==> src/logic/usrx_regs.vh <==
// Register map, field positions and timing constants of the serial receive/baud block.
// Assumes an APB slave with 32-bit data, one register per byte address, three of seven not word-aligned.
// Summary of operation
// - Nine-bit select chooses 9-bit or 8-bit reception; extra bit lands in ninth-bit field.
// - Framing flag in bit 2 reflects last stored character; updated only when the next byte is stored.
// - One dedicated 8-bit baud generator serves asynchronous and synchronous modes.
// - Divisor register sets the period of a free-running 8-bit timer giving bit timing.
// - In asynchronous mode the high-speed select chooses the prescale.
// - In synchronous mode the high-speed select is ignored.
// - Generator timing applies to async and sync master; sync slave uses external clock.
// - Rates: async low Fosc/(64(X+1)), async high Fosc/(16(X+1)), sync Fosc/(4(X+1)).
// - Any write to the divisor register resets the generator timer at once.
`ifndef USRX_REGS_VH
`define USRX_REGS_VH
`define USRX_ADDR_RCS      12'h018
`define USRX_ADDR_TCS      12'h098
`define USRX_ADDR_DIV      12'h099
`define USRX_ADDR_DATA     12'h01A
`define USRX_ADDR_IRQ_ST   12'h100
`define USRX_ADDR_IRQ_MSK  12'h104
`define USRX_ADDR_PINDIR   12'h087
`define USRX_RCS_EN        7
`define USRX_RCS_RX9       6
`define USRX_RCS_SINGLE_RECEIVE_ENABLE      5
`define USRX_RCS_CONTINUOUS_RECEIVE_ENABLE      4
`define USRX_RCS_FRAMING_ERROR_FLAG      2
`define USRX_RCS_OVERRUN_ERROR_FLAG      1
`define USRX_RCS_RX_NINTH_BIT      0
`define USRX_TCS_CSRC      7
`define USRX_TCS_SYNC      4
`define USRX_TCS_HIGH_SPEED_BAUD_SELECT      2
`define USRX_IRQ_RXDONE    0
`define USRX_IRQ_FRAMING_ERROR_FLAG      1
`define USRX_IRQ_OVERRUN_ERROR_FLAG      2
// Prescale minus one: async 16 ticks a bit, sync one tick a clock half
`define USRX_PRE_ASYNC_LO  8'h03
`define USRX_PRE_ASYNC_HI  8'h00
`define USRX_PRE_SYNC      8'h01
`define USRX_OVS_ASYNC     4'h4
`define USRX_RESET_BYTE    8'h00
`endif

==> src/logic/usrx_baud_gen.v <==
// Baud rate generator: prescaler plus free-running 8-bit down counter.
// Assumes divisor writes arrive as a one-cycle pulse from the register file.
`timescale 1ns/10ps
`default_nettype none
`include "usrx_regs.vh"
module usrx_baud_gen (
    input  wire       clk_i,
    input  wire       reset_i,
    input  wire [7:0] divisor_i,
    input  wire       div_wr_i,
    input  wire       sync_i,
    input  wire       high_speed_i,
    output wire       tick_o
);
    reg  [7:0] pre_q;
    reg  [7:0] cnt_q;
    wire [7:0] pre_max;
    wire       pre_end;

    // Sync ignores the speed bit; async picks 16x or 64x overall
    assign pre_max = sync_i ? `USRX_PRE_SYNC :
                     (high_speed_i ? `USRX_PRE_ASYNC_HI : `USRX_PRE_ASYNC_LO);
    assign pre_end = (pre_q >= pre_max);
    assign tick_o  = pre_end && (cnt_q == 8'h00);

    always @(posedge clk_i) begin
        if (reset_i || div_wr_i) begin
            pre_q <= 8'h00;
            cnt_q <= divisor_i;
        end else if (pre_end) begin
            pre_q <= 8'h00;
            cnt_q <= (cnt_q == 8'h00) ? divisor_i : cnt_q - 8'h01;
        end else begin
            pre_q <= pre_q + 8'h01;
        end
    end
endmodule // usrx_baud_gen
`default_nettype wire

==> src/logic/usrx_top.v <==
// Receive control/status, baud generator and receiver of the serial port.
// Assumes an APB master on clk_i; serial pins are asynchronous to clk_i.
//
// Design decision made here: the APB interface to the registers.
`timescale 1ns/10ps
`default_nettype none
`include "usrx_regs.vh"
module usrx_top (
    input  wire        clk_i,
    input  wire        reset_i,
    input  wire        psel_i,
    input  wire        penable_i,
    input  wire        pwrite_i,
    input  wire [11:0] paddr_i,
    input  wire [31:0] pwdata_i,
    output reg  [31:0] prdata_o,
    output wire        pready_o,
    output wire        pslverr_o,
    input  wire        rx_dt_i,
    output wire        rx_dt_o,
    output wire        rx_dt_oe_o,
    input  wire        ck_i,
    output wire        ck_o,
    output wire        ck_oe_o,
    output wire        irq_o
);
    localparam ST_IDLE  = 2'd0;
    localparam ST_START = 2'd1;
    localparam ST_DATA  = 2'd2;
    localparam ST_STOP  = 2'd3;

    reg  [7:0] rcs_q;
    reg  [7:0] tcs_q;
    reg  [7:0] div_q;
    reg  [1:0] pindir_q;
    reg  [8:0] data_q;
    reg        full_q;
    reg  [2:0] ist_q;
    reg  [2:0] imsk_q;
    reg  [2:0] dt_sync_q;
    reg  [2:0] ck_sync_q;
    reg        dt_lvl_q;
    reg        dt_fall_q;
    reg        ck_lvl_q;
    reg        ck_out_q;
    reg  [1:0] st_q;
    reg  [3:0] ovs_q;
    reg  [3:0] bit_q;
    reg  [8:0] sh_q;
    reg        done_q;
    reg        done_framing_error_flag_q;

    wire       wr_en;
    wire       rd_en;
    wire       tick;
    wire       port_on;
    wire       sync_mode;
    wire       master;
    wire       rx_enable;
    wire       sample;
    wire [3:0] nbits;
    wire       ck_rise;
    wire       ck_gen_edge;

    function sel;
        input [11:0] a;
        input [11:0] b;
        begin
            sel = (a == b);
        end
    endfunction

    assign wr_en     = psel_i && penable_i && pwrite_i;
    assign rd_en     = psel_i && penable_i && !pwrite_i;
    assign pready_o  = 1'b1;
    assign pslverr_o = 1'b0;

    // Pins serve the port only with enable and both direction bits set
    assign port_on   = rcs_q[`USRX_RCS_EN] && (pindir_q == 2'b11);
    assign sync_mode = tcs_q[`USRX_TCS_SYNC];
    assign master    = sync_mode && tcs_q[`USRX_TCS_CSRC];
    assign rx_enable = port_on && (rcs_q[`USRX_RCS_CONTINUOUS_RECEIVE_ENABLE] ||
                       (master && rcs_q[`USRX_RCS_SINGLE_RECEIVE_ENABLE]));
    assign nbits     = rcs_q[`USRX_RCS_RX9] ? 4'd9 : 4'd8;

    usrx_baud_gen u_brg (
        .clk_i        (clk_i),
        .reset_i      (reset_i),
        .divisor_i    (wr_en && sel(paddr_i, `USRX_ADDR_DIV) ? pwdata_i[7:0] : div_q),
        .div_wr_i     (wr_en && sel(paddr_i, `USRX_ADDR_DIV)),
        .sync_i       (sync_mode),
        .high_speed_i (tcs_q[`USRX_TCS_HIGH_SPEED_BAUD_SELECT]),
        .tick_o       (tick)
    );

    // Master drives the clock from the generator; slave samples the external clock
    assign ck_gen_edge = master && tick && (st_q == ST_DATA || st_q == ST_STOP);
    assign ck_rise     = master ? (ck_gen_edge && ck_out_q == 1'b0)
                                : (ck_lvl_q == 1'b0 && ck_sync_q[2] && ck_sync_q[1]);
    assign sample      = sync_mode ? ck_rise : (tick && ovs_q == 4'h0);
    assign ck_o        = ck_out_q;
    assign ck_oe_o     = port_on && master;
    assign rx_dt_o     = 1'b0;
    assign rx_dt_oe_o  = 1'b0;
    assign irq_o       = |(ist_q & imsk_q);

    // Pin synchronisers; a level changes once stages two and three agree
    always @(posedge clk_i) begin
        if (reset_i) begin
            dt_sync_q <= 3'b111;
            ck_sync_q <= 3'b000;
            dt_lvl_q  <= 1'b1;
            ck_lvl_q  <= 1'b0;
            dt_fall_q <= 1'b0;
        end else begin
            dt_sync_q <= {dt_sync_q[1:0], rx_dt_i};
            // Start needs a falling edge, so a held-low line gives no phantom frame
            dt_fall_q <= dt_lvl_q && (dt_sync_q[2] == dt_sync_q[1]) && !dt_sync_q[2];
            ck_sync_q <= {ck_sync_q[1:0], ck_i};
            if (dt_sync_q[2] == dt_sync_q[1]) begin
                dt_lvl_q <= dt_sync_q[2];
            end
            if (ck_sync_q[2] == ck_sync_q[1]) begin
                ck_lvl_q <= ck_sync_q[2];
            end
        end
    end

    // Receiver: async samples every 16th over-tick, first five ticks after start, sync uses clock edges
    always @(posedge clk_i) begin
        if (reset_i || !rx_enable) begin
            st_q        <= ST_IDLE;
            ovs_q       <= 4'h0;
            bit_q       <= 4'h0;
            sh_q        <= 9'h000;
            done_q      <= 1'b0;
            done_framing_error_flag_q <= 1'b0;
            ck_out_q    <= 1'b0;
        end else begin
            done_q <= 1'b0;
            if (ck_gen_edge) begin
                ck_out_q <= ~ck_out_q;
            end
            if (!sync_mode && tick) begin
                ovs_q <= ovs_q - 4'h1;
            end
            case (st_q)
                ST_IDLE: begin
                    bit_q <= 4'h0;
                    if (sync_mode) begin
                        st_q <= ST_DATA;
                    end else if (dt_fall_q) begin
                        st_q  <= ST_START;
                        ovs_q <= `USRX_OVS_ASYNC;
                    end
                end
                ST_START: begin
                    if (sample) begin
                        st_q <= dt_lvl_q ? ST_IDLE : ST_DATA;
                    end
                end
                ST_DATA: begin
                    if (sample) begin
                        sh_q  <= {dt_lvl_q, sh_q[8:1]};
                        bit_q <= bit_q + 4'h1;
                        if (bit_q == nbits - 4'h1) begin
                            if (sync_mode && !master) begin
                                done_q      <= 1'b1;
                                done_framing_error_flag_q <= 1'b0;
                                st_q        <= ST_IDLE;
                            end else begin
                                // Master still owes the falling clock edge
                                st_q <= ST_STOP;
                            end
                        end
                    end
                end
                ST_STOP: begin
                    if (master) begin
                        if (ck_gen_edge) begin
                            done_q      <= 1'b1;
                            done_framing_error_flag_q <= 1'b0;
                            st_q        <= ST_IDLE;
                        end
                    end else if (sample) begin
                        done_q      <= 1'b1;
                        done_framing_error_flag_q <= !dt_lvl_q;
                        st_q        <= ST_IDLE;
                    end
                end
                default: begin
                    st_q <= ST_IDLE;
                end
            endcase
        end
    end

    // Register file and receive holding word
    always @(posedge clk_i) begin
        if (reset_i) begin
            rcs_q    <= `USRX_RESET_BYTE;
            tcs_q    <= `USRX_RESET_BYTE;
            div_q    <= `USRX_RESET_BYTE;
            pindir_q <= 2'b00;
            data_q   <= 9'h000;
            full_q   <= 1'b0;
            ist_q    <= 3'b000;
            imsk_q   <= 3'b000;
        end else begin
            if (wr_en && sel(paddr_i, `USRX_ADDR_RCS)) begin
                rcs_q[7:4] <= pwdata_i[7:4];
                if (!pwdata_i[`USRX_RCS_CONTINUOUS_RECEIVE_ENABLE]) begin
                    rcs_q[`USRX_RCS_OVERRUN_ERROR_FLAG] <= 1'b0;
                end
            end
            if (wr_en && sel(paddr_i, `USRX_ADDR_TCS)) begin
                tcs_q <= pwdata_i[7:0];
            end
            if (wr_en && sel(paddr_i, `USRX_ADDR_DIV)) begin
                div_q <= pwdata_i[7:0];
            end
            if (wr_en && sel(paddr_i, `USRX_ADDR_PINDIR)) begin
                pindir_q <= pwdata_i[7:6];
            end
            if (wr_en && sel(paddr_i, `USRX_ADDR_IRQ_MSK)) begin
                imsk_q <= pwdata_i[2:0];
            end
            if (rd_en && sel(paddr_i, `USRX_ADDR_DATA)) begin
                full_q <= 1'b0;
            end
            if (rd_en && sel(paddr_i, `USRX_ADDR_IRQ_ST)) begin
                ist_q <= 3'b000;
            end
            // New character beats a same-cycle clear or read
            if (done_q) begin
                if (full_q && !(rd_en && sel(paddr_i, `USRX_ADDR_DATA))) begin
                    rcs_q[`USRX_RCS_OVERRUN_ERROR_FLAG] <= 1'b1;
                    ist_q[`USRX_IRQ_OVERRUN_ERROR_FLAG] <= 1'b1;
                end else begin
                    full_q <= 1'b1;
                    data_q <= rcs_q[`USRX_RCS_RX9] ? sh_q : {1'b0, sh_q[8:1]};
                    rcs_q[`USRX_RCS_RX_NINTH_BIT] <= rcs_q[`USRX_RCS_RX9] && sh_q[8];
                    rcs_q[`USRX_RCS_FRAMING_ERROR_FLAG] <= done_framing_error_flag_q;
                    ist_q[`USRX_IRQ_RXDONE] <= 1'b1;
                    if (done_framing_error_flag_q) begin
                        ist_q[`USRX_IRQ_FRAMING_ERROR_FLAG] <= 1'b1;
                    end
                end
                if (!rcs_q[`USRX_RCS_CONTINUOUS_RECEIVE_ENABLE]) begin
                    rcs_q[`USRX_RCS_SINGLE_RECEIVE_ENABLE] <= 1'b0;
                end
            end
        end
    end

    always @* begin
        prdata_o = 32'h0000_0000;
        if (rd_en) begin
            case (paddr_i)
                `USRX_ADDR_RCS:     prdata_o = {24'h00_0000, rcs_q[7:4], 1'b0, rcs_q[2:0]};
                `USRX_ADDR_TCS:     prdata_o = {24'h00_0000, tcs_q};
                `USRX_ADDR_DIV:     prdata_o = {24'h00_0000, div_q};
                `USRX_ADDR_DATA:    prdata_o = {23'h00_0000, data_q};
                `USRX_ADDR_PINDIR:  prdata_o = {24'h00_0000, pindir_q, 6'h00};
                `USRX_ADDR_IRQ_ST:  prdata_o = {29'h0000_0000, ist_q};
                `USRX_ADDR_IRQ_MSK: prdata_o = {29'h0000_0000, imsk_q};
                default:            prdata_o = 32'h0000_0000;
            endcase
        end
    end
endmodule // usrx_top
`default_nettype wire

==> config.mk <==
export PLATFORM = sky130hd
export DESIGN_NAME = usrx_top
export DESIGN_NICKNAME = d
export VERILOG_FILES = /design/src/logic/usrx_baud_gen.v /design/src/logic/usrx_top.v
export VERILOG_INCLUDE_DIRS = /design/src /design/src/logic
export SDC_FILE = /design/constraint.sdc
export NUM_CORES = 1
export LEC_CHECK = 0
export BUFFER_PORTS_ARGS = -buffer_cell sky130_fd_sc_hd__buf_2
export CAP_MARGIN = 30
export CORE_MARGIN = 4
export CORE_UTILIZATION = 55
export CTS_CLUSTER_SIZE = 30
export DETAILED_ROUTE_END_ITERATION = 10
export HOLD_SLACK_MARGIN = 0.06
export PLACE_DENSITY_LB_ADDON = 0.3
export SLEW_MARGIN = 20
export SYNTH_ARGS = -nofsm -noshare
export SYNTH_HDL_FRONTEND = slang
export SYNTH_HIERARCHICAL = 1
export SYNTH_SLANG_ARGS = --single-unit
==> constraint.sdc <==
create_clock -name clk_i -period 3.8 [get_ports clk_i]
set_clock_uncertainty 0.2 [all_clocks]
set_input_delay 0 -clock clk_i [delete_from_list [all_inputs] [get_ports clk_i]]
set_output_delay 0 -clock clk_i [all_outputs]
set_load 0.02 [all_outputs]
[Yosys cells after proc, flatten, opt, wreduce, memory -nomap -nowiden]
Cells that the tools add are included.
Widths: inputs -> output; s select.
Word-level totals
  bits in registers: 88
  memories: 0
  ROM bits: 0
  bits in latches: 0
  output and inout port bits: 39
  bits in writable memories: 0
  logic and storage cells: 166
Cells by class
  shift operators: 0
  bitwise logic cells: 4
  add/subtract/negate cells: 5
  reductions and logical operators: 52
  multiplexer cells: 59
  $lt $le $gt $ge: 1
  divide/modulo/power cells: 0
  eq/ne operators: 21
  $mul: 0
Operators by type and width (count)
  $pmux 9 s7: 1
  $mux 8: 5
  $eq 12x8->1 const B: 3
  $logic_and 1x1->1: 28
  $mux 2: 14
  $mux 1: 26
  $eq 12x5->1 const B: 2
  $eq 12x9->1 const B: 2
  $mux 4: 5
  $mux 9: 2
  $reduce_and 6->1: 2
  $ne 3x3->1 const B: 3
  $add 8x1->8 const B: 1
  $ge 8x8->1: 1
  $logic_not 8->1: 1
  $pmux 2 s4: 1
  $pmux 4 s2: 1
  $sub 4x1->4 const B: 2
  $sub 8x1->8 const B: 1
  $logic_not 1->1: 7
  $eq 2x2->1 const B: 3
  $mux 3: 2
  $reduce_and 2->1: 3
  $reduce_bool 2->1: 3
  14 further kinds: 23

[Logic depth before layout (Yosys ltp)]
  word-level depth: 12
  mapped depth: 11
  mapped depth without buffers: 10

[Cells and area by module]
Netlist, hierarchy kept.
Modules (own cells, without submodules)
  usrx_top: area each 3885.0 µm², cells each 422, sequential area each 1421.4 µm², times used 1
  usrx_baud_gen: area each 854.6 µm², cells each 74, sequential area each 400.4 µm², times used 1

[Worst setup path before layout]
Ideal clock, no wire load.
  path kind: register -> register
  from: register tcs_q[2]
  to: register sh_q[0]
  library setup time: 0.128 ns
  data required time: 3.472 ns
  path buffers: 1
  data arrival time: 2.392 ns
  cell stages (with the launch flop): 12
  path slack: 1.081 ns
  clock period less this slack: 2.719 ns
  cells stage by stage: dfxtp_1 > or2_2 > ha_1 > inv_1 > o211ai_1 > and3_1 > nand4_2 > o211a_1 > nor3_1 > buf_2 > mux2i_1 > nor2_1
Between the ends
  longest elaborated chain between the ends: 10
  elaborated cells between the ends (all ways): 11
  those cells by class: order compare (1); mux (4); reduce/logical (6)
RTL lines
  start: declaration: line usrx_top.v:33  | reg [7:0] tcs_q;
  start signal: assignment: line usrx_top.v:202  | tcs_q <= `USRX_RESET_BYTE;
  start signal: assignment: line usrx_top.v:217  | tcs_q <= pwdata_i[7:0];
  $mux 2 (no source line) *
  $mux 8 *: line usrx_baud_gen.v:21  | assign pre_max = sync_i ? `USRX_PRE_SYNC :
  $ge 8x8->1 *: line usrx_baud_gen.v:23  | assign pre_end = (pre_q >= pre_max);
  $logic_and 1x1->1 *: line usrx_baud_gen.v:24  | assign tick_o = pre_end && (cnt_q == 8'h00);
  named net tick: line usrx_top.v:55  | wire tick;
  $logic_and 1x1->1 (2 in a row): line usrx_top.v:97  | assign ck_gen_edge = master && tick && (st_q == ST_DATA || st_q == ST_STOP);
  $logic_and 1x1->1: line usrx_top.v:98  | assign ck_rise = master ? (ck_gen_edge && ck_out_q == 1'b0)
  $mux 1: line usrx_top.v:98
  $mux 1 *: line usrx_top.v:100  | assign sample = sync_mode ? ck_rise : (tick && ovs_q == 4'h0);
  $reduce_and 2->1 (no source line) *
  end signal: assignment: line usrx_top.v:164  | sh_q <= {dt_lvl_q, sh_q[8:1]};
  end: declaration: line usrx_top.v:49  | reg [8:0] sh_q;
The timed path passes the listed nets; every way through them passes the cells marked *.
A chain may end at the register's enable or synchronous reset.

[Final worst setup path]
  from: register tcs_q[2]
  to: register bit_q[3]
Between the ends
  longest elaborated chain between the ends: 11
  elaborated cells between the ends (all ways): 12
  those cells by class: order compare (1); eq/ne (1); mux (4); reduce/logical (6)
RTL lines
  $mux 2 (no source line) *
  $mux 8 *: line usrx_baud_gen.v:21
  $ge 8x8->1 *: line usrx_baud_gen.v:23
  $logic_and 1x1->1 *: line usrx_baud_gen.v:24
  named net tick: line usrx_top.v:55
  $logic_and 1x1->1 (2 in a row): line usrx_top.v:97
  $logic_and 1x1->1: line usrx_top.v:98
  $mux 1: line usrx_top.v:98
  $mux 1 *: line usrx_top.v:100
  $ne 2x2->1 (no source line) *
  $reduce_and 2->1 (no source line) *
  end signal: assignment: line usrx_top.v:165  | bit_q <= bit_q + 4'h1;
  end: declaration: line usrx_top.v:48  | reg [3:0] bit_q;
Marks and branches as above.

==> summary.md <==
| Metric | Value |
|---|---|
| Aggregate global routing overflow | 0 |
| Vias per cell | 5.642 |
| First-pass GRT wire length | 16770 um |
| H-tree depth | 3 |
| Synthesized flop and latch total | 87 |
| Crit path launch type | flip-flop |
| Worst-skew pair later-pin latency | 0.35 ns |
| Relative slew margins | about half |
| CTS Root Cell | clkbuf_8 |
| Top-count cell post-synth | dfxtp_1 |
| Post-synth EDFFs | 8 |
| Crit path capture type | flip-flop |
| Fillers | 691 |
| Average size of a mapped cell | 9.556 um2 |
| Max Cap Viol | 0 |
| # clock sinks | 87 |
| Port bufs | 38 |
| Worst path arrival time | 3.11 ns |
| Clock transition at the registers of the reported paths | 0.08 ns |
| Post-CTS Resized | 0 |
| Antenna diodes | 0 |
| Critical R2R Launch | tcs_q[2] |
| Global placement routability congestion | 0.8372 |
| All-layer global routing usage | 20.41% |
| # DRC | 0 |
| Post-synthesis sequential area ratio | roughly two fifths |
| Ys Warns | 6 |
| WHS | slightly below 0.08 ns |
| Outcome | completed |
| Instance count on the critical path | 10 |
| WHS Path Cells | 5 |
| Distinct cells, synth | 70 |
| Fin. max-slew vios | 0 |
| Bufs on Longest Clock Path | 2 |
| Final Hold Vio Count | 0 |
| Crit Path Class | reg2reg |
| CP Data Required Time | 3.88 ns |
| Final nets | 609 |
| Highest cell delay on the worst timing path | 0.53 ns |
| Layout area overhead | 11.09% |
| Initial Utilization | 57.11% |
| CP bufs+invs | 1 |
| TNS Setup | 0 ns |
| Synth async-reset ratio | 0% |
| Crit share post-route | 79.69% |
| Worst reg2reg path endpoint | bit_q[3] |
| Initial antenna violation count | 0 |
| Cells after Synth | slightly below 500 |
| Placed wire-length estimate | 7076 um |
| Fin crit period | 3.028 ns |
| Row cnt | 33 |
| Die area | 10170 um2 |
| Synth top cells by count | 79 x dfxtp_1, 60 x nor2_1, 54 x mux2i_1 |
| Crit path cell chain | or2_2 > ha_1 > inv_1 > o211ai_1 > and3_1 > nand4_2 > o211ai_2 > nand2_1 > or4_1 > a31oi_1 |
| DR iter-0 viols | roughly 160 |
| Vias in the first global route | 3580 |
| Routed WL | ~10000 um |
| Total clock buffers created by CTS | 9 |
| Crit-path max FO | 6 |
| Worst reg-to-reg setup slack | 0.77 ns |
| IR drop worst, VDD | ~0.37 mV |
| Achievable frequency | ~330 MHz |
| Pin count of the biggest net entering global routing | 53 |
| Synth Flop Type | dfxtp_1 |
| Unrepaired setup endpoints after global routing | false |
| Via count | 3718 |
| CTS tree | yes |
| Cell depth of the worst flop-to-flop path | 10 |
| Hold Crit Start | pwrite_i |
| Top-level I/O count | 90 |
| Leakage power | 0.001974 uW |
| Area fraction of the dominant cell type after synthesis | 33.37% |
| Hold Path End | pindir_q[1] |
| Chip width | 100.8 um |
| Avg WL per Cell | 15.01 um |
| Post-synth top area cell | dfxtp_1 |
| PD cells | 374.8 nW/um2 |
| Die H | 100.8 um |
| Slew @ Worst Pin | 0.7585 ns |
| Share of layout cells above drive strength 1 | 18.95% |
| DRT Pass-1 Iters | 5 |
| Mapped cell area | about 4700 um2 |
| Worst Hold Class | in2reg |
| Slowest CP cell | or4_1 |
| Finish-stage setup viols | 0 |
| DRT antenna net count | 0 |
| Ranking of synthesized cells by area | dfxtp_1 33%, mux2i_1 11%, edfxtp_1 5.1% |
| Crit-path leading delay family | simple AND/OR/NAND/NOR gates |
| Core area | about 8300 um2 |
## power by group
| part | total, uW | switching [uW] | internal, uW |
|---|---|---|---|
| clock network | 573 | 322 | 252 |
| logic | 359 | 194 | 164 |
| registers | 1040 | 63.1 | 979 |
| total | 1970 | 579 | 1390 |
## tightest hold or removal path: cells and delay by family
kind / cells / cell delay, ns
buf+inv: 1 / 0.11
simple gates: 3 / 0.40
mux: 1 / 0.08
## cells by family (layout without fill, tap and decap cells)
logic type / Yosys count / in the layout / synth area share [%]
flip-flops: 87 / 87 / 38.44
other: 3 / 32 / 0.2376
adder cells (fa/ha/maj): 8 / 8 / 2.112
XOR/XNOR: 8 / 8 / 1.478
AO/OA/AOI/OAI: 82 / 82 / 13.62
buffers and inverters: 65 / 94 / 7.867
AND/OR/NAND/NOR: 174 / 174 / 21.28
multiplexers: 69 / 69 / 14.97
## sequential cells by signal, summed over array words and instances (netlist names), 2 cells and up
register,count
imsk_q,3
st_q,2
u_brg/pre_q,8
u_brg/cnt_q,8
bit_q,4
ovs_q,4
ist_q,3
sh_q,9
data_q,8
rcs_q,7
dt_sync_q,3
div_q,8
ck_sync_q,3
pindir_q,2
tcs_q,8
## layer usage
| layer | track usage [%] | vias to the layer above | routed length, um |
|---|---|---|---|
| met5 | 0 | - | 0 |
| met4 | 7.668 | 0 | 184 |
| met3 | 2.630 | 15 | 470 |
| met2 | 33.67 | 95 | 4693 |
| met1 | 27.25 | 1769 | 4544 |
| li1 | - | 1839 | - |
## cell type report
class	count	area, um2	share of cell area, %
Clock inverter	3	20.02	0.3802
Clock buffer	12	145.1	2.757
Multi-Input combinational cell	373	2654	50.40
Inverter	18	67.56	1.283
Tap cell	105	131.4	2.495
Timing Repair Buffer	61	425.4	8.080
Sequential cell	87	1822	34.60
## placed cells by master, fill, tap and decap left out, types with 3 or more instances in the layout
cell type,synthesis,layout
edfxtp_1,8,8
and4_1,3,3
a31oi_1,3,3
dlygate4sd3_1,0,18
nor3b_1,3,3
ha_1,8,8
nor2_1,60,60
nor2b_1,15,15
o211ai_1,4,4
nand2b_1,4,4
mux2_2,15,15
o32a_1,4,4
buf_2,4,39
xor2_1,6,6
or4_1,4,4
conb_1,3,32
or3_1,3,3
nand2_1,20,20
nor4_4,4,4
o22a_1,3,3
inv_1,18,18
a211oi_2,6,6
dfxtp_1,79,79
mux2i_1,54,54
nand3_1,9,9
a21oi_1,13,13
a211oi_1,4,4
nor3_1,17,17
nand4_1,4,4
a22oi_1,6,6
o21ai_0,16,16
clkbuf_8,0,10
or2_2,5,5
buf_4,27,3
o2bb2ai_1,5,5
## through the flow
| stage | setup WS (ns) | utilization (%) | power (uW) | cell area [um2] | std cells |
|---|---|---|---|---|---|
| finish | 0.7719 | 63.44 | 1973 | 5265 | 659 |
| detailed placement | 0.7840 | 58.89 | 1402 | 4887 | 624 |
| global route | 0.6023 | 63.44 | 2068 | 5265 | 659 |
| floorplan | 1.081 | - | 1341 | 4848 | 525 |
| CTS | 0.7590 | 62.93 | 1977 | 5223 | 656 |
| global placement | 0.8347 | 58.89 | 1388 | 4887 | 624 |
## worst max path at each step
stage / endpoint / start
floorplan: sh_q[0] / tcs_q[2]
global placement: bit_q[3] / tcs_q[2]
detailed placement: bit_q[3] / tcs_q[2]
CTS: bit_q[3] / tcs_q[2]
global route: bit_q[3] / tcs_q[2]
finish: bit_q[3] / tcs_q[2]
## repair_timing
action / in CTS / in global routing
hold buffers: 17 / 1
hold endpoints to repair: 38 / 22
setup endpoints to repair: 0 / 0
buffers inserted: 0 / 0
No activity file was read; power rests on OpenSTA's default activity.
